## src/core/fanout_cfg_pkg.sv

```systemverilog
// constants and types shared by the configuration register bank and its serial engine
package fanout_cfg_pkg;
    // register indexes
    localparam logic [7:0] IDX_GATE_SWING   = 8'h01;
    localparam logic [7:0] IDX_EDGE_LO      = 8'h02;
    localparam logic [7:0] IDX_EDGE_HI      = 8'h03;
    localparam logic [7:0] IDX_RSVD         = 8'h04;
    localparam logic [7:0] IDX_REV          = 8'h05;
    localparam logic [7:0] IDX_PART         = 8'h06;
    localparam logic [7:0] IDX_LEN          = 8'h07;
    // field positions
    localparam int         GATE4_BIT        = 5;
    localparam int         SWING_LSB        = 0;
    localparam int         EDGE0_BIT        = 1;
    localparam int         EDGE1_BIT        = 3;
    localparam int         EDGE2_BIT        = 5;
    localparam int         EDGE3_BIT        = 6;
    localparam int         EDGE4_BIT        = 0;
    localparam int         LEN_W            = 5;
    // fixed read values of reserved bits
    localparam logic [7:0] GATE_SWING_FIXED = 8'h4c;
    localparam logic [7:0] EDGE_LO_FIXED    = 8'h95;
    localparam logic [7:0] EDGE_HI_FIXED    = 8'h46;
    localparam logic [7:0] RSVD_VALUE       = 8'hff;
    localparam logic [7:0] LEN_FIXED        = 8'h00;
    localparam logic [7:0] UNMAPPED_VALUE   = 8'h00;
    // reset values
    localparam logic       GATE4_RST        = 1'b1;
    localparam logic [1:0] SWING_RST        = 2'h2;
    localparam logic [4:0] EDGE_RST         = 5'h1f;
    localparam logic [4:0] LEN_RST          = 5'h08;
    // serial framing
    localparam logic [3:0] BITS_PER_BYTE    = 4'h8;
    localparam logic [1:0] STRAP_SETTLE     = 2'h2;

    typedef enum logic [2:0] {
        BUS_IDLE  = 3'b000,
        BUS_ADDR  = 3'b001,
        BUS_ACK   = 3'b011,
        BUS_RX    = 3'b010,
        BUS_TX    = 3'b110,
        BUS_TXACK = 3'b111
    } bus_state_e;

    typedef enum logic [1:0] {
        WR_INDEX = 2'b00,
        WR_COUNT = 2'b01,
        WR_DATA  = 2'b11
    } wr_phase_e;
endpackage

```

## src/core/smbus_byte_if.sv

```systemverilog
// byte-level carrier between the serial engine and the register bank
`timescale 1ns/10ps
interface smbus_byte_if;
    logic [6:0] slaveAddr;
    logic       frameStart;
    logic       frameStop;
    logic       rxValid;
    logic [7:0] rxData;
    logic       txTake;
    logic [7:0] txData;

    modport engine (input slaveAddr, input txData, output frameStart, output frameStop,
                    output rxValid, output rxData, output txTake);
    modport regs (output slaveAddr, output txData, input frameStart, input frameStop,
                  input rxValid, input rxData, input txTake);
endinterface

```

## src/core/smbus_byte_engine.sv

```systemverilog
// serial bit engine: start/stop detection, address match, byte shift and acknowledge
`timescale 1ns/10ps
module smbus_byte_engine
    import fanout_cfg_pkg::*;
(
    input  wire logic         clk,     // system clock
    input  wire logic         rst_n,   // synchronous reset
    input  wire logic         sclIn,   // serial clock pin
    input  wire logic         sdaIn,   // serial data pin level
    output logic              sdaOut,  // serial data drive value
    output logic              sdaOe_n, // serial data enable, low drives
    smbus_byte_if.engine      bus      // byte side
);
    typedef struct packed {
        bus_state_e st;
        logic [3:0] bitCnt;
        logic [7:0] shift;
        logic       isAddr;
        logic       rw;
        logic       hostAck;
        logic       drive;
        logic [1:0] sclSync;
        logic [1:0] sdaSync;
        logic       sclPrev;
        logic       sdaPrev;
        logic       rxValid;
        logic       frameStart;
        logic       frameStop;
        logic       txTake;
    } eng_s;

    localparam eng_s ENG_RST = '{st: BUS_IDLE, bitCnt: 4'h0, shift: 8'h00, isAddr: 1'b0, rw: 1'b0,
                                 hostAck: 1'b0, drive: 1'b0, sclSync: 2'h3, sdaSync: 2'h3,
                                 sclPrev: 1'b1, sdaPrev: 1'b1, rxValid: 1'b0, frameStart: 1'b0,
                                 frameStop: 1'b0, txTake: 1'b0};

    eng_s r_reg;
    eng_s r_next;
    logic scl;
    logic sda;
    logic rise;
    logic fall;
    logic startCond;
    logic stopCond;

    assign scl       = r_reg.sclSync[1];
    assign sda       = r_reg.sdaSync[1];
    assign rise      = scl & ~r_reg.sclPrev;
    assign fall      = ~scl & r_reg.sclPrev;
    assign startCond = scl & r_reg.sclPrev & r_reg.sdaPrev & ~sda;
    assign stopCond  = scl & r_reg.sclPrev & ~r_reg.sdaPrev & sda;

    always_comb begin
        r_next            = r_reg;
        r_next.sclSync    = {r_reg.sclSync[0], sclIn};
        r_next.sdaSync    = {r_reg.sdaSync[0], sdaIn};
        r_next.sclPrev    = scl;
        r_next.sdaPrev    = sda;
        r_next.rxValid    = 1'b0;
        r_next.frameStart = 1'b0;
        r_next.frameStop  = 1'b0;
        r_next.txTake     = 1'b0;
        if (startCond) begin
            r_next.st         = BUS_ADDR;
            r_next.bitCnt     = 4'h0;
            r_next.drive      = 1'b0;
            r_next.frameStart = 1'b1;
        end else if (stopCond) begin
            r_next.st        = BUS_IDLE;
            r_next.drive     = 1'b0;
            r_next.frameStop = 1'b1;
        end else begin
            unique case (r_reg.st)
                BUS_IDLE: begin
                end
                BUS_ADDR, BUS_RX: begin
                    if (rise) begin
                        r_next.shift  = {r_reg.shift[6:0], sda};
                        r_next.bitCnt = 4'(r_reg.bitCnt + 4'h1);
                    end else if (fall && r_reg.bitCnt == BITS_PER_BYTE) begin
                        r_next.bitCnt = 4'h0;
                        if (r_reg.st == BUS_RX) begin
                            r_next.rxValid = 1'b1;
                            r_next.drive   = 1'b1;
                            r_next.isAddr  = 1'b0;
                            r_next.st      = BUS_ACK;
                        end else if (r_reg.shift[7:1] == bus.slaveAddr) begin
                            r_next.drive  = 1'b1;
                            r_next.rw     = r_reg.shift[0];
                            r_next.isAddr = 1'b1;
                            r_next.st     = BUS_ACK;
                        end else begin
                            r_next.st = BUS_IDLE;
                        end
                    end
                end
                BUS_ACK: begin
                    if (fall && r_reg.isAddr && r_reg.rw) begin
                        r_next.shift  = bus.txData;
                        r_next.drive  = ~bus.txData[7];
                        r_next.txTake = 1'b1;
                        r_next.st     = BUS_TX;
                    end else if (fall) begin
                        r_next.drive = 1'b0;
                        r_next.st    = BUS_RX;
                    end
                end
                BUS_TX: begin
                    if (rise) begin
                        r_next.bitCnt = 4'(r_reg.bitCnt + 4'h1);
                    end else if (fall && r_reg.bitCnt == BITS_PER_BYTE) begin
                        r_next.drive  = 1'b0;
                        r_next.bitCnt = 4'h0;
                        r_next.st     = BUS_TXACK;
                    end else if (fall) begin
                        r_next.shift = {r_reg.shift[6:0], 1'b0};
                        r_next.drive = ~r_reg.shift[6];
                    end
                end
                BUS_TXACK: begin
                    if (rise) begin
                        r_next.hostAck = ~sda;
                    end else if (fall && r_reg.hostAck) begin
                        r_next.shift  = bus.txData;
                        r_next.drive  = ~bus.txData[7];
                        r_next.txTake = 1'b1;
                        r_next.st     = BUS_TX;
                    end else if (fall) begin
                        r_next.st = BUS_IDLE;
                    end
                end
                default: r_next.st = BUS_IDLE;
            endcase
        end
    end

    always_ff @(posedge clk) begin
        if (!rst_n) begin
            r_reg <= ENG_RST;
        end else begin
            r_reg <= r_next;
        end
    end

    assign sdaOut         = 1'b0;
    assign sdaOe_n        = ~r_reg.drive;
    assign bus.frameStart = r_reg.frameStart;
    assign bus.frameStop  = r_reg.frameStop;
    assign bus.rxValid    = r_reg.rxValid;
    assign bus.rxData     = r_reg.shift;
    assign bus.txTake     = r_reg.txTake;
endmodule

```

## src/core/fanout_cfg_regs.sv

```systemverilog
// configuration and identification register bank of the clock fanout buffer
//
// Functional notes
// cleared gate forces output pair low/low
// byte 1 bit 5 gates output 4
// byte 1 bits 1:0 select swing
// byte 2 edge speed selects outputs 0-3
// byte 3 bit 0 edge speed output 4
// byte 4 always reads all ones
// byte 5 holds revision and maker code
// byte 6 holds class and part id
// byte 7 sets block read length
// byte 1 reserved bits read fixed values
// block write: index, count, then data
// block read: count first, then bytes
// bus address latched from select pin
// writes to fixed bits are ignored
`timescale 1ns/10ps
module fanout_cfg_regs
    import fanout_cfg_pkg::*;
#(
    parameter int         ADDR_SEL_W = 2,     // width of address select strap
    parameter logic [6:0] BASE_ADDR  = 7'h50, // address for select code zero
    parameter logic [3:0] REV_CODE   = 4'h2,  // arbitrary value
    parameter logic [3:0] MAKER_CODE = 4'h7,  // arbitrary value
    parameter logic [1:0] CLASS_CODE = 2'h2,  // arbitrary value
    parameter logic [5:0] PART_ID    = 6'h2a  // arbitrary value
) (
    input  wire logic                  clk,       // 20 MHz clock
    input  wire logic                  rst_n,     // synchronous reset
    input  wire logic                  scl,       // serial clock pin
    input  wire logic                  sdaIn,     // serial data pin level
    output logic                       sdaOut,    // serial data drive value
    output logic                       sdaOe_n,   // serial data enable, low drives
    input  wire logic [ADDR_SEL_W-1:0] addrSel,   // address select pin
    input  wire logic                  out4Pin_n, // output 4 enable pin
    output logic                       out4Run,   // output 4 running
    output logic [1:0]                 swingSel,  // output amplitude code
    output logic [4:0]                 edgeSpeed  // per-output fast edge select
);
    if (ADDR_SEL_W < 1 || ADDR_SEL_W > 3) begin : g_chk
        $error("address select width not supported");
    end

    typedef struct packed {
        logic                  gate4;
        logic [1:0]            swing;
        logic [4:0]            edgeSel;
        logic [LEN_W-1:0]      lenCnt;
        logic [7:0]            index;
        logic [7:0]            remain;
        wr_phase_e             wrPhase;
        logic                  readFirst;
        logic [6:0]            addrLatch;
        logic                  addrDone;
        logic [1:0]            capCnt;
        logic [ADDR_SEL_W-1:0] sel0;
        logic [ADDR_SEL_W-1:0] sel1;
        logic [1:0]            pinSync;
        logic                  run4;
    } regs_s;

    localparam regs_s REGS_RST = '{gate4: GATE4_RST, swing: SWING_RST, edgeSel: EDGE_RST,
                                   lenCnt: LEN_RST, index: 8'h00, remain: 8'h00, wrPhase: WR_INDEX,
                                   readFirst: 1'b1, addrLatch: 7'h00, addrDone: 1'b0, capCnt: 2'h0,
                                   sel0: '0, sel1: '0, pinSync: 2'h0, run4: 1'b0};

    function automatic logic [7:0] regRead(input regs_s s, input logic [7:0] idx);
        logic [7:0] v;
        v = UNMAPPED_VALUE;
        case (idx)
            IDX_GATE_SWING: begin
                v                   = GATE_SWING_FIXED;
                v[GATE4_BIT]        = s.gate4;
                v[SWING_LSB+:2]     = s.swing;
            end
            IDX_EDGE_LO: begin
                v            = EDGE_LO_FIXED;
                v[EDGE0_BIT] = s.edgeSel[0];
                v[EDGE1_BIT] = s.edgeSel[1];
                v[EDGE2_BIT] = s.edgeSel[2];
                v[EDGE3_BIT] = s.edgeSel[3];
            end
            IDX_EDGE_HI: begin
                v            = EDGE_HI_FIXED;
                v[EDGE4_BIT] = s.edgeSel[4];
            end
            IDX_RSVD: v = RSVD_VALUE;
            IDX_REV:  v = {REV_CODE, MAKER_CODE};
            IDX_PART: v = {CLASS_CODE, PART_ID};
            IDX_LEN: begin
                v            = LEN_FIXED;
                v[LEN_W-1:0] = s.lenCnt;
            end
            default: v = UNMAPPED_VALUE;
        endcase
        return v;
    endfunction

    regs_s        r_reg;
    regs_s        r_next;
    smbus_byte_if bus ();

    smbus_byte_engine u_engine (
        .clk     (clk),
        .rst_n   (rst_n),
        .sclIn   (scl),
        .sdaIn   (sdaIn),
        .sdaOut  (sdaOut),
        .sdaOe_n (sdaOe_n),
        .bus     (bus)
    );

    ////////////////////////////////////////////////////////////////////////////////////////////////
    always_comb begin
        r_next         = r_reg;
        r_next.sel0    = addrSel;
        r_next.sel1    = r_reg.sel0;
        r_next.pinSync = {r_reg.pinSync[0], out4Pin_n};
        r_next.run4    = r_reg.gate4 & ~r_reg.pinSync[1];
        if (!r_reg.addrDone) begin
            r_next.capCnt = 2'(r_reg.capCnt + 2'h1);
            if (r_reg.capCnt == STRAP_SETTLE) begin
                r_next.addrLatch = 7'(BASE_ADDR + 7'(r_reg.sel1));
                r_next.addrDone  = 1'b1;
            end
        end
        if (bus.frameStart) begin
            r_next.wrPhase   = WR_INDEX;
            r_next.readFirst = 1'b1;
        end
        if (bus.rxValid) begin
            unique case (r_reg.wrPhase)
                WR_INDEX: begin
                    r_next.index   = bus.rxData;
                    r_next.wrPhase = WR_COUNT;
                end
                WR_COUNT: begin
                    r_next.remain  = bus.rxData;
                    r_next.wrPhase = WR_DATA;
                end
                WR_DATA: begin
                    if (r_reg.remain != 8'h00) begin
                        r_next.remain = 8'(r_reg.remain - 8'h01);
                        r_next.index  = 8'(r_reg.index + 8'h01);
                        case (r_reg.index)
                            IDX_GATE_SWING: begin
                                r_next.gate4 = bus.rxData[GATE4_BIT];
                                r_next.swing = bus.rxData[SWING_LSB+:2];
                            end
                            IDX_EDGE_LO: begin
                                r_next.edgeSel[0] = bus.rxData[EDGE0_BIT];
                                r_next.edgeSel[1] = bus.rxData[EDGE1_BIT];
                                r_next.edgeSel[2] = bus.rxData[EDGE2_BIT];
                                r_next.edgeSel[3] = bus.rxData[EDGE3_BIT];
                            end
                            IDX_EDGE_HI: r_next.edgeSel[4] = bus.rxData[EDGE4_BIT];
                            IDX_LEN:     r_next.lenCnt = bus.rxData[LEN_W-1:0];
                            default: begin
                            end
                        endcase
                    end
                end
            endcase
        end
        if (bus.txTake && r_reg.readFirst) begin
            r_next.readFirst = 1'b0;
        end else if (bus.txTake) begin
            r_next.index = 8'(r_reg.index + 8'h01);
        end
    end

    always_ff @(posedge clk) begin
        if (!rst_n) begin
            r_reg <= REGS_RST;
        end else begin
            r_reg <= r_next;
        end
    end

    // count byte leads every read reply, register bytes follow
    assign bus.txData    = r_reg.readFirst ? {{(8-LEN_W){1'b0}}, r_reg.lenCnt} : regRead(r_reg, r_reg.index);
    assign bus.slaveAddr = r_reg.addrLatch;
    assign out4Run       = r_reg.run4;
    assign swingSel      = r_reg.swing;
    assign edgeSpeed     = r_reg.edgeSel;

    ////////////////////////////////////////////////////////////////////////////////////////////////
    logic dataWrite;
    assign dataWrite = bus.rxValid && r_reg.wrPhase == WR_DATA && r_reg.remain != 8'h00;
endmodule

```

## config.mk

```make
export PLATFORM = sky130hd
export DESIGN_NAME = fanout_cfg_regs
export DESIGN_NICKNAME = d
export VERILOG_FILES = /design/src/core/fanout_cfg_pkg.sv /design/src/core/smbus_byte_if.sv /design/src/core/smbus_byte_engine.sv /design/src/core/fanout_cfg_regs.sv
export SDC_FILE = /design/constraint.sdc
export NUM_CORES = 1
export LEC_CHECK = 0
export BUFFER_PORTS_ARGS = -buffer_cell sky130_fd_sc_hd__buf_2
export CAP_MARGIN = 10
export CORE_AREA = 4 4 172 107
export CTS_CLUSTER_DIAMETER = 120
export DETAILED_ROUTE_END_ITERATION = 6
export DIE_AREA = 0 0 176 111
export PLACE_DENSITY = 0.42
export REMOVE_ABC_BUFFERS = 1
export SLEW_MARGIN = 25
export SYNTH_ARGS = -nofsm -noshare
export SYNTH_HDL_FRONTEND = slang
export SYNTH_HIERARCHICAL = 1
export SYNTH_SLANG_ARGS = --single-unit
export TNS_END_PERCENT = 100
```

## constraint.sdc

```tcl
create_clock -name clk -period 7 [get_ports clk]
set_clock_uncertainty 0.05 [all_clocks]
set_input_delay 0.35 -clock clk [delete_from_list [all_inputs] [get_ports clk]]
set_output_delay 0.35 -clock clk [all_outputs]
set_load 0.01 [all_outputs]
```

# --- Word-level counts from Yosys, hierarchy flattened ---
# Cells that the tools add are included.
# Widths: inputs -> output; s select.
totals:
  inputBits: 7
  reg_bits: 77
classes:
  n_reduce_logical: 31
  eq_ne: 42
  addsub: 5
  bitwise: 25
  n_mux: 65
op_table:
  columns: ["cell", "count"]
  rows:
  - ["$mux 8", 10]
  - ["$pmux 8 s7", 1]
  - ["$eq 8x3->1 const B", 4]
  - ["$pmux 8 s2", 2]
  - ["$pmux 8 s4", 1]
  - ["$mux 3", 9]
  - ["$reduce_and 4->1", 6]
  - ["$mux 1", 23]
  - ["$ne 3x1->1 const B", 7]
  - ["$mux 18", 1]
  - ["$not 1->1", 17]
  - ["$eq 8x2->1 const B", 2]
  - ["$mux 16", 1]
  - ["$reduce_and 8->1", 2]
  - ["$mux 15", 1]
  - ["$pmux 3 s5", 1]
  - ["$mux 7", 2]
  - ["$mux 2", 6]
  - ["$ne 2x1->1 const B", 6]
  - ["$ne 4x4->1 const B", 3]
  - ["$ne 2x2->1 const B", 5]
  - ["$ne 5x1->1 const B", 2]
  - ["$reduce_and 10->1", 1]
  - ["$reduce_and 9->1", 1]
  - ["other kinds (34)", 54]

# --- Longest topological paths before layout ---
# Gate-level depths: netlist (run 1).
depth:
  word_depth: 8
  depth_mapped: 9
  depth_no_buf: 8

# --- Modules after synthesis ---
# Netlist (run 1), hierarchy kept.
modules_own_cells:
  columns: ["mod", "cells_per_inst", "area_each_um2", "seq_area_each_um2", "instances"]
  rows:
  - ["fanout_cfg_regs", 306, 2511.2, 900.9, 1]
  - ["smbus_byte_engine", 189, 1651.6, 580.6, 1]

# --- Least setup slack after synthesis (run 1) ---
# Ideal clock, no wire load.
synth_path:
  path_kind: "register -> register"
  start: "register r_reg[33] (netlist name)"
  end: "register u_engine/r_reg[10] (netlist name)"
  arrival_ns: 2.045
  stages_incl_launch_ff: 8
  period_less_slack_ns: 2.233
  n_path_buf: 0
  path_slack_ns: 4.767
  setup_time_ns: 0.138
  t_required_ns: 6.812
  cell_sequence: "dfxtp_1 > or4_4 > or2_1 > a211o_1 > nor2_1 > o21ai_0 > a2111oi_0 > a2111oi_1"
synth_between:
  elab_chain_len: 7
  elab_cells_between_ends: 14
  cone_classes: "eq/ne: 7; mux: 6; bitwise: 1"
synth_lines:
  columns: ["item", "line", "source"]
  rows:
  - ["start, declared", "fanout_cfg_regs.sv:100", "regs_s r_reg;"]
  - ["start signal, assigned", "fanout_cfg_regs.sv:177", "r_reg <= r_next;"]
  - ["$eq 8x3->1, or another cell as far along", "fanout_cfg_regs.sv:71", "case (idx)"]
  - ["$pmux 8 s7 *", "fanout_cfg_regs.sv:71", null]
  - ["$mux 8 *", "fanout_cfg_regs.sv:182", "assign bus.txData = r_reg.readFirst ? {{(8-LEN_W){1'b0}}, r_reg.lenCnt} : regRead(r_reg, r_reg.index);"]
  - ["via bus.txData[7]", "smbus_byte_if.sv:10", "logic [7:0] txData;"]
  - ["$not 1->1 *", "smbus_byte_engine.sv:100, smbus_byte_engine.sv:125", null]
  - ["$mux 1", "smbus_byte_engine.sv:123", "end else if (fall && r_reg.hostAck) begin"]
  - ["$mux 1", "smbus_byte_engine.sv:121", "if (rise) begin"]
  - ["$pmux 1 s4 *", "smbus_byte_engine.sv:73", "unique case (r_reg.st)"]
  - ["end signal, assigned", "smbus_byte_engine.sv:141", "r_reg <= r_next;"]
  - ["end, declared", "smbus_byte_engine.sv:37", "eng_s r_reg;"]
# Mark *: on every way through the listed nets, which the timed path passes. The rest lies on a longest branch. The select of a mux whose other input is x is not followed.
# A chain may end at the register's enable or synchronous reset.

# --- Final worst setup path (run 1) ---
# Same ends and word-level chain as after synthesis.

==> results of run 1 <==
metal layers:
layer / part of all wire [%] / routed length (µm) / vias to the layer above
met5: 0 / 0 / -
met4: 0.91 / 102 / 0
met1: 54 / 6014 / 1698
met3: 8.4 / 936 / 11
met2: 37 / 4146 / 112
li1: - / - / 1761
placed cells by master, fill, tap and decap left out, types with 6 or more instances in the layout:
cell type and count:
dfxtp_1 73, a21oi_1 33, nor2b_1 9, or3_1 7, clkbuf_16 9, nor2_1 28
o22ai_1 9, nand2b_1 13, buf_2 15, ha_1 12, and2_1 6, nand2_1 34
a31oi_1 6, inv_1 24, mux2i_1 16, o21ai_0 27, xnor2_1 8, o211ai_1 6
a22oi_1 11, nor3_1 9, a211oi_2 7, nand3_1 20
worst max-delay path, cell delays in order, from the launching register on:
cell	delay, ns
dfxtp_1	0.37
or4_4	0.59
or2_1	0.25
a211o_1	0.32
nor2_1	0.19
o21ai_0	0.13
a2111oi_0	0.44
a2111oi_1	0.10
power by group:
group	total (µW)	switching [µW]	internal, µW
logic	61.1	35.7	25.4
clock network	470	193	277
registers	443	12.9	430
total	974	241	732
through the flow:
step	hold slack, ns	instance area [µm²]	util [%]
6_report	0.1416	4612	27.37
5_1_grt	0.1372	4612	27.37
4_1_cts	0.1295	4606	27.33
3_5_place_dp	0.3475	4309	25.57
3_3_place_gp	0.3349	4309	25.57
2_1_floorplan	0.3229	3911	-
cell type report:
type                    count  area [µm²]
fillers                  1836       12240
well taps                 234       292.8
inverters                  25       93.84
repair buffers             19       105.1
multi-input cells         356        2362
flip-flops and latches     73        1461
clock buffers              10       229.0
clock inverters             6       67.56
worst paths after layout:
check | startpoint | slack (ns) | end | depth (start not counted)
setup reg to reg | r_reg[33] | 4.42 | u_engine/r_reg[10] | 7
hold reg to reg | r_reg[2] | 0.36 | out4Run | 1
setup / recovery | r_reg[33] | 4.42 | u_engine/r_reg[10] | 7
hold / removal | scl | 0.14 | u_engine/r_next[9] | 2
==> results by group, run 1 <==
Logic synthesis
  • Synth Warn #: 6
  • Syn avg cell area: 8.393 µm²
  • Post-synthesis cell count: 493
  • Post-Syn Area: 4138 µm²

Pwr
  • PwrDens: 211.2 nW/µm²
  • Total chip power: 973.8 µW
  • Leak: 0.001644 µW
  • Worst-case vdd ir drop: 0.00009357 V

Detailed routing
  • Iter 0 DRT Violations: 427
  • Drt pass-1 iters: 5
  • Vias per cell: 4.954
  • Average wire per standard cell: 15.49 µm
  • DRT Wirelength: 11200 µm
  • # DRC: 0
  • Vias: 3582
  • Post-DRT Antenna Nets: 0

Finish
  • Diode count: 0
  • Final Non-Filler Cells: 723
  • P&R area growth vs syn: 11.46%
  • Share of layout cells above drive strength 1: 10.43%
  • Largest register FFs: 31
  • # nets final: 503

Clock network
  • Number of buffers created by CTS: 9
  • TritonCTS clock tree: built
  • H-tree depth: 3
  • Hold-fix buffers at CTS: 0
  • Sink Count: 73
  • Post-CTS Setup Bufs: 0
  • CTS resizes: 0
  • Root buffer cell: clkbuf_16
  • Later-pin clock latency in the skew report: 0.34 ns
  • Clk buf depth: 2
  • Worst-path clk slew: 0.06 ns

Timing
  • Slew @ Worst Pin: 0.8862 ns
  • Final slew viol count: 0
  • Slew margin rel.: 40.66%
  • Final setup fails: 0
  • Final WS setup: 4.424 ns
  • Fin crit period: 2.576 ns
  • Max Fclk: 388.2 MHz
  • Crit share post-route: 36.80%
  • Final hold violation count: 0
  • RSZ-0062 raised after global routing: false
  • Final TNS setup: 0 ns

Run status
  • Status: finished clean

Die
  • # rows: 37
  • Die height: 111 µm
  • Core area: 16850 µm²
  • Die W: 176 µm
  • IO Pins: 17
  • Initial Util: 24.55%
  • Die area: 19540 µm²

Setup path
  • Startpoint Class: flop
  • WP data required: 7.15 ns
  • Critical path class: flop to flop
  • Worst EP arrival: 2.72 ns
  • CP Max Fanout: 7
  • CP Capture Type: flop

GRT
  • Gr busiest metal: met1
  • Wire length of the first global-routing pass: 18110 µm
  • Total gr overflow: 0
  • Initial antenna violation count: 0
  • GR Util met2: 14.44%
  • Met3 usage: 3.851%
  • Largest net degree at the start of global routing: 42
  • GR Util All Layers: 11.70%
  • Vias in the first global route: 3291
  • Routing usage on met1: 18.69%

Place
  • Cells after DPL: 707
  • Final GP Congestion: 0.8344
  • Post-place setup slack: 4.479 ns
  • Post-DP HPWL: 8181 µm
  • I/O Buffers: 15

Flow run
  • Max-cap viol count: 0

Min path
  • HP Class: primary input to flop
No activity file was read; power rests on OpenSTA's default activity.
==> run 2: changes to the inputs <==
clock period = 2.63 ns   (was 7 ns; I/O delays follow)
==> run 2 against run 1 <==
  * Combinational power grew to 2.9 times the previous value
  * Final area is 4.2% higher
  * Worst setup slack worse by 4.2 ns
  * Cell count is 3.2% higher
  * First-iteration DRC count is 0.47% higher
  * Critical path depth stayed put
  * Largest power group unchanged
==> results by group, run 2 (synthesized netlist as in run 1, its figures left out) <==
GRT
  • Met3 usage: 2.999% (-0.85 points)
  • Vias in the first global route: 3404 (+3.4%)
  • Gr busiest metal: met1
  • Initial antenna violation count: 0 (unchanged)
  • GR Util met2: 15.67% (+1.2 points)
  • Wire length of the first global-routing pass: 19040 µm (+5.1%)
  • Largest net degree at the start of global routing: 24 (-43%)
  • GR Util All Layers: 12.29% (+0.59 points)
  • Routing usage on met1: 20.09% (+1.4 points)
  • Total gr overflow: 0 (unchanged)

Finish
  • Multi-input logic area: 2357 µm² (-0.21%)
  • Leading cell types in the layout, fill and taps excluded: dfxtp_1 (73), nand2_1 (34), a21oi_1 (33)
  • Utilization of the core after routing: 28.53% (+1.2 points)
  • Diode count: 0 (unchanged)
  • Register area: 1461 µm² (unchanged)
  • Share of layout cells above drive strength 1: 13.48% (+3.0 points)
  • Largest register FFs: 31 (unchanged)
  • # nets final: 526 (+4.6%)
  • Most common cell after layout, fill and taps aside: dfxtp_1
  • P&R area growth vs syn: 16.18%
  • Filler cell count: 1829 (-0.38%)

Clock network
  • Number of buffers created by CTS: 9 (unchanged)
  • Post-CTS Setup Bufs: 0 (unchanged)
  • Root buffer cell: clkbuf_16
  • Sink Count: 73 (unchanged)
  • Clk buf depth: 2 (unchanged)
  • H-tree depth: 3 (unchanged)
  • Later-pin clock latency in the skew report: 0.34 ns (about the same)
  • TritonCTS clock tree: built
  • Worst-path clk slew: 0.06 ns (about the same)

Timing
  • Slew @ Worst Pin: 0.5935 ns (-0.2927 ns)
  • Final slew viol count: 0 (unchanged)
  • Max Fclk: 416.5 MHz (+7.3%)
  • RSZ-0062 raised after global routing: false
  • Final TNS setup: 0 ns (unchanged)
  • Slew margin rel.: 60.01% (+19 points)
  • Final hold violation count: 0 (unchanged)
  • Fin crit period: 2.401 ns (-0.1750 ns)
  • Final WS setup: 0.2292 ns (-4.195 ns)
  • Final setup fails: 0 (unchanged)
  • Crit share post-route: 91.28% (+54 points)

Setup path
  • Startpoint Class: flop
  • Critical path's most frequent cell: a2111oi_1
  • Worst EP arrival: 2.54 ns (-0.18 ns)
  • Cell family with most CP delay: simple AND/OR/NAND/NOR gates
  • CP Max Fanout: 5 (-2)
  • CP Capture Type: flop
  • Critical path class: flop to flop
  • Ordered cell list for the critical path: or4_4 -> or2_1 -> a211o_1 -> nor2_1 -> o21ai_0 -> a2111oi_1 -> a2111oi_1
  • Critical Path Max Stage Delay: 0.55 ns (-0.04 ns)
  • CP Buf/Inv Count: 0 (unchanged)
  • WP data required: 2.77 ns (-4.38 ns)
  • Slowest library cell on the worst path: or4_4

Place
  • Final GP Congestion: 0.8372 (+0.34%)
  • I/O Buffers: 15 (unchanged)
  • Post-place setup slack: 0.2258 ns (-4.253 ns)
  • Post-DP HPWL: 8774 µm (+7.3%)

Die
  • Core area: 16850 µm² (unchanged)
  • Initial Util: 24.55% (unchanged)
  • IO Pins: 17 (unchanged)
  • Die height: 111 µm (unchanged)
  • Die area: 19540 µm² (unchanged)
  • Die W: 176 µm (unchanged)
  • # rows: 37 (unchanged)

Detailed routing
  • Vias: 3692 (+3.1%)
  • Average wire per standard cell: 15.78 µm (+1.9%)
  • # DRC: 0 (unchanged)
  • Drt pass-1 iters: 5 (unchanged)
  • Post-DRT Antenna Nets: 0 (unchanged)
  • DRT Wirelength: 11770 µm (+5.1%)
  • Vias per cell: 4.949 (-0.11%)
  • Iter 0 DRT Violations: 429 (+0.47%)

Run status
  • Status: finished clean

Min path
  • HP Class: primary input to flop

Pwr
  • Leak: 0.001764 µW (+7.3%)
  • Flop pwr share: 44.3% (-1.1 points)
  • Worst-case vdd ir drop: 0.0003043 V (+230%)
  • Combinational group share of total power: 6.6% (+0.3 points)
  • PwrDens: 552.2 nW/µm² (+160%)
  • Net Switching: 659.6 µW (+170%)
  • Total chip power: 2654 µW (+170%)
  • Clock power share: 49.1% (+0.8 points)
  • Switching portion of total power: 24.85% (+0.067 points)
  • Internal: 1995 µW (+170%)

Flow run
  • Max-cap viol count: 0 (unchanged)
run 2: area by class of cell:
class                   instances  share of cell area (%)
multi-input cells             356                   49.04
flip-flops and latches         73                   30.40
well taps                     234                   6.091
repair buffers                 42                   6.039
clock buffers                  10                   4.971
inverters                      25                   1.952
clock inverters                 6                   1.510
run 2: worst paths after layout:
path | startpoint | to | slack (ns) | cells after the start
setup reg to reg | r_reg[32] | u_engine/r_reg[10] | 0.23 | 7
hold reg to reg | r_reg[2] | out4Run | 0.34 | 1
hold / removal | rst_n | r_reg[8] | 0.13 | 3
setup / recovery | r_reg[32] | u_engine/r_reg[10] | 0.23 | 7
run 2: metrics by stage:
step,hold WS [ns],instances,instance area [µm²]
finish,0.1265,746,4807
floorplan,0.1434,454,3911
global placement,0.2690,725,4444
global route,0.1473,746,4807
detailed placement,0.2732,725,4444
CTS,0.1297,746,4806
run 2: worst register-to-register path, cell delays in order (launching register included):
cell	delay (ns)
dfxtp_1	0.34
or4_4	0.55
or2_1	0.26
a211o_1	0.25
nor2_1	0.19
o21ai_0	0.13
a2111oi_1	0.40
a2111oi_1	0.09
run 2: timing repair:
item                       4_1_cts  5_1_grt
hold endpoints to repair         5        0
setup endpoints to repair        0        1
resized for setup                0        1
hold buffers                     5        0
run 2: power by group through the flow:
stage | Sequential [µW] | Combinational, µW | Clock, µW
after floorplan | 1190 | 117 | 0
after CTS | 1180 | 178 | 1340
after global placement | 1200 | 162 | 0
after detailed placement | 1200 | 171 | 0
final | 1180 | 175 | 1300
after global routing | 1180 | 203 | 1390
run 2: metal layers:
layer	up-vias	part of all wire, %
li1	1805	-
met1	1763	56
met2	116	37
met3	8	6.0
met4	0	0.76
met5	-	0
==> run 3: changes to the inputs <==
CORE_AREA = 4 4 170 106   (was 4 4 172 107)
DIE_AREA = 0 0 174 110   (was 0 0 176 111)
SYNTH_HIERARCHICAL = unset   (was 1)
==> run 3 against run 2 <==
  * Utilization is 0.44 points higher
  * Worst setup slack better by 0.090 ns
  * Critical path depth is 2 lower
  * Area after synthesis is 1.6% lower
  * Via count is 3.0% lower
  * Cell count is 4.7% lower
  * Largest power group unchanged
==> results by group, run 3 <==
GRT
  • Initial antenna violation count: 0 (unchanged)
  • GR Util All Layers: 12.84% (+0.56 points)
  • Total gr overflow: 0 (unchanged)
  • Wire length of the first global-routing pass: 19320 µm (+1.5%)
  • Vias in the first global route: 3385 (-0.56%)
  • Largest net degree at the start of global routing: 24 (unchanged)

Die
  • Initial Util: 25.12% (+0.56 points)
  • Core area: 16220 µm² (-3.8%)
  • # rows: 36 (-2.7%)
  • Die W: 174 µm (-1.1%)
  • Die area: 19140 µm² (-2.0%)
  • IO Pins: 17 (unchanged)
  • Die height: 110 µm (-0.90%)

Logic synthesis
  • Post-synth ARST share: 0%
  • Syn avg cell area: 8.329 µm² (-0.77%)
  • Synth Warn #: 0 (-6)
  • Dominant synthesized flop cell: dfxtp_1
  • Mux share of post-synthesis cell area: 5.161%
  • Post-synthesis cell count: 489 (-0.81%)
  • Distinct cells, synth: 69
  • Synth top area share: 35.88%
  • Post-synthesis xor/xnor area fraction: 2.151%
  • Synth top cells by count: dfxtp_1 (73), nand2_1 (53), nor2_1 (41)
  • Top post-synthesis cells by area: dfxtp_1 (36%), mux2i_1 (5.2%), nand2_1 (4.9%)
  • Post-synthesis simple-gate area fraction: 24.45%
  • Dominant cell type by area after synthesis: dfxtp_1
  • Post-Syn Area: 4073 µm² (-1.6%)
  • Adder-Cell Fraction of Synth Area: 3.932%
  • Post-synthesis compound-gate area fraction: 21.78%
  • #FFs+latches synth: 73
  • Post-synth EDFFs: 0
  • Sequential-to-total area share from yosys stat: 35.88%
  • Largest family of logic cells by synthesized area: simple AND/OR/NAND/NOR gates
  • Most instantiated library cell after synthesis: dfxtp_1

Detailed routing
  • Vias per cell: 5.037 (+1.8%)
  • Iter 0 DRT Violations: 272 (-37%)
  • Post-DRT Antenna Nets: 0 (unchanged)
  • Average wire per standard cell: 16.45 µm (+4.3%)
  • Vias: 3581 (-3.0%)
  • DRT Wirelength: 11700 µm (-0.64%)
  • # DRC: 0 (unchanged)
  • Drt pass-1 iters: 6 (+1)

Finish
  • Final Non-Filler Cells: 711 (-4.7%)
  • Largest register FFs: 31 (unchanged)
  • Multi-input logic area: 2345 µm² (-0.53%)
  • Filler cell count: 1736 (-5.1%)
  • Utilization of the core after routing: 28.97% (+0.44 points)
  • Register area: 1461 µm² (unchanged)
  • Cell area after layout: 4697 µm² (-2.3%)
  • P&R area growth vs syn: 15.33%
  • Leading cell types in the layout, fill and taps excluded: dfxtp_1 (73), nand2_1 (53), nor2_1 (41)
  • Most common cell after layout, fill and taps aside: dfxtp_1
  • Diode count: 0 (unchanged)
  • Share of layout cells above drive strength 1: 13.15% (-0.33 points)
  • # nets final: 516 (-1.9%)

Pwr
  • Worst-case vdd ir drop: 0.0002337 V (-23%)
  • Leak: 0.001655 µW (-6.2%)
  • Total chip power: 2705 µW (+1.9%)
  • PwrDens: 575.9 nW/µm² (+4.3%)

Timing
  • Final hold violation count: 0 (unchanged)
  • Final setup fails: 0 (unchanged)
  • Crit share post-route: 87.85% (-3.4 points)
  • Slew @ Worst Pin: 0.6504 ns (+0.05689 ns)
  • Final slew viol count: 0 (unchanged)
  • Max Fclk: 432.8 MHz (+3.9%)
  • Final TNS setup: 0 ns (unchanged)
  • Fin crit period: 2.310 ns (-0.09042 ns)
  • RSZ-0062 raised after global routing: false
  • Slew margin rel.: 56.24% (-3.8 points)

Run status
  • Status: finished clean

Clock network
  • Later-pin clock latency in the skew report: 0.34 ns (about the same)
  • Sink Count: 73 (unchanged)
  • Number of buffers created by CTS: 9 (unchanged)
  • TritonCTS clock tree: built
  • Root buffer cell: clkbuf_16
  • Post-CTS Setup Bufs: 0 (unchanged)
  • H-tree depth: 3 (unchanged)
  • Worst-path clk slew: 0.06 ns (about the same)
  • Clk buf depth: 2 (unchanged)

Setup path
  • CP Buf/Inv Count: 0 (unchanged)
  • Critical path class: flop to flop
  • CP Capture Type: flop
  • Critical Path Max Stage Delay: 0.60 ns (+0.05 ns)
  • Cell family with most CP delay: simple AND/OR/NAND/NOR gates
  • Worst EP arrival: 2.48 ns (-0.06 ns)
  • Startpoint Class: flop
  • CP Max Fanout: 5 (unchanged)
  • Slowest library cell on the worst path: or4_1
  • WP data required: 2.80 ns (+0.03 ns)
  • Ordered cell list for the critical path: or4_1 -> nor4_1 -> nor3_1 -> nor4bb_1 -> a211oi_1

Place
  • Placed instance area: 4327 µm² (-2.6%)
  • I/O Buffers: 15 (unchanged)
  • Cells after DPL: 690 (-4.8%)
  • Post-DP HPWL: 8738 µm (-0.42%)
  • Final GP Congestion: 0.8203 (-2.0%)

Min path
  • HP Class: primary input to flop

Flow run
  • Max-cap viol count: 0 (unchanged)
[run 3: changes by cell type in the layout (fill, tap and decap cells not counted), sizes merged, moves of 8 or more]
cell and delta:
nor2 +14, inv -11, o21ai +10, and2 +8, nand2 +19, a21oi -8, o22ai -9
[run 3: timing repair]
item,in CTS,in global routing
endpoints found under the hold margin,5,0
hold buffers,5,0
gates resized for setup,0,0
[run 3: routing by layer]
| layer | track usage, % | wire, µm | up-vias | part of all wire (%) |
|---|---|---|---|---|
| met2 | 17.06 | 4335 | 97 | 37 |
| met5 | 0 | 0 | - | 0 |
| met4 | 2.710 | 110 | 0 | 0.94 |
| met1 | 20.27 | 6569 | 1720 | 56 |
| li1 | - | - | 1751 | - |
| met3 | 3.306 | 681 | 13 | 5.8 |
[run 3: final cells by class]
class	instances	share of cell area, %
clock inverters	7	2.025
clock buffers	9	4.795
well taps	209	5.567
flip-flops and latches	73	31.11
inverters	17	1.359
multi-input cells	360	49.92
repair buffers	36	5.221
[run 3: path summary, 6_finish.rpt]
path         startpoint                 end  slack [ns]  depth (start not counted)
max           r_reg[33]  u_engine.r_reg[10]        0.32                          5
min               rst_n        edgeSpeed[3]        0.15                          2
max reg2reg   r_reg[33]  u_engine.r_reg[10]        0.32                          5
min reg2reg    r_reg[2]             out4Run        0.33                          1
[run 3: logic make-up (layout without fill, tap and decap cells)]
family	Yosys count	count (layout)
DFF	73	73
buffers and inverters	56	69
AOI/OAI and AO/OA	126	126
xor gates and xnor gates	10	10
muxes	21	21
adders and majority gates	13	13
other	1	1
and+or+nand+nor	189	189
[run 3: where the power goes]
part	internal (µW)	switching, µW
Clock	829	508
Combinational	84.5	102
Sequential	1150	36.9
Total	2060	647
[run 3: through the flow]
step | hold WS, ns | setup WS (ns)
2_1_floorplan | 0.1434 | 0.6527
3_3_place_gp | 0.2728 | 0.4626
3_5_place_dp | 0.2703 | 0.3866
4_1_cts | 0.1628 | 0.3741
5_1_grt | 0.1880 | 0.1739
6_report | 0.1543 | 0.3197
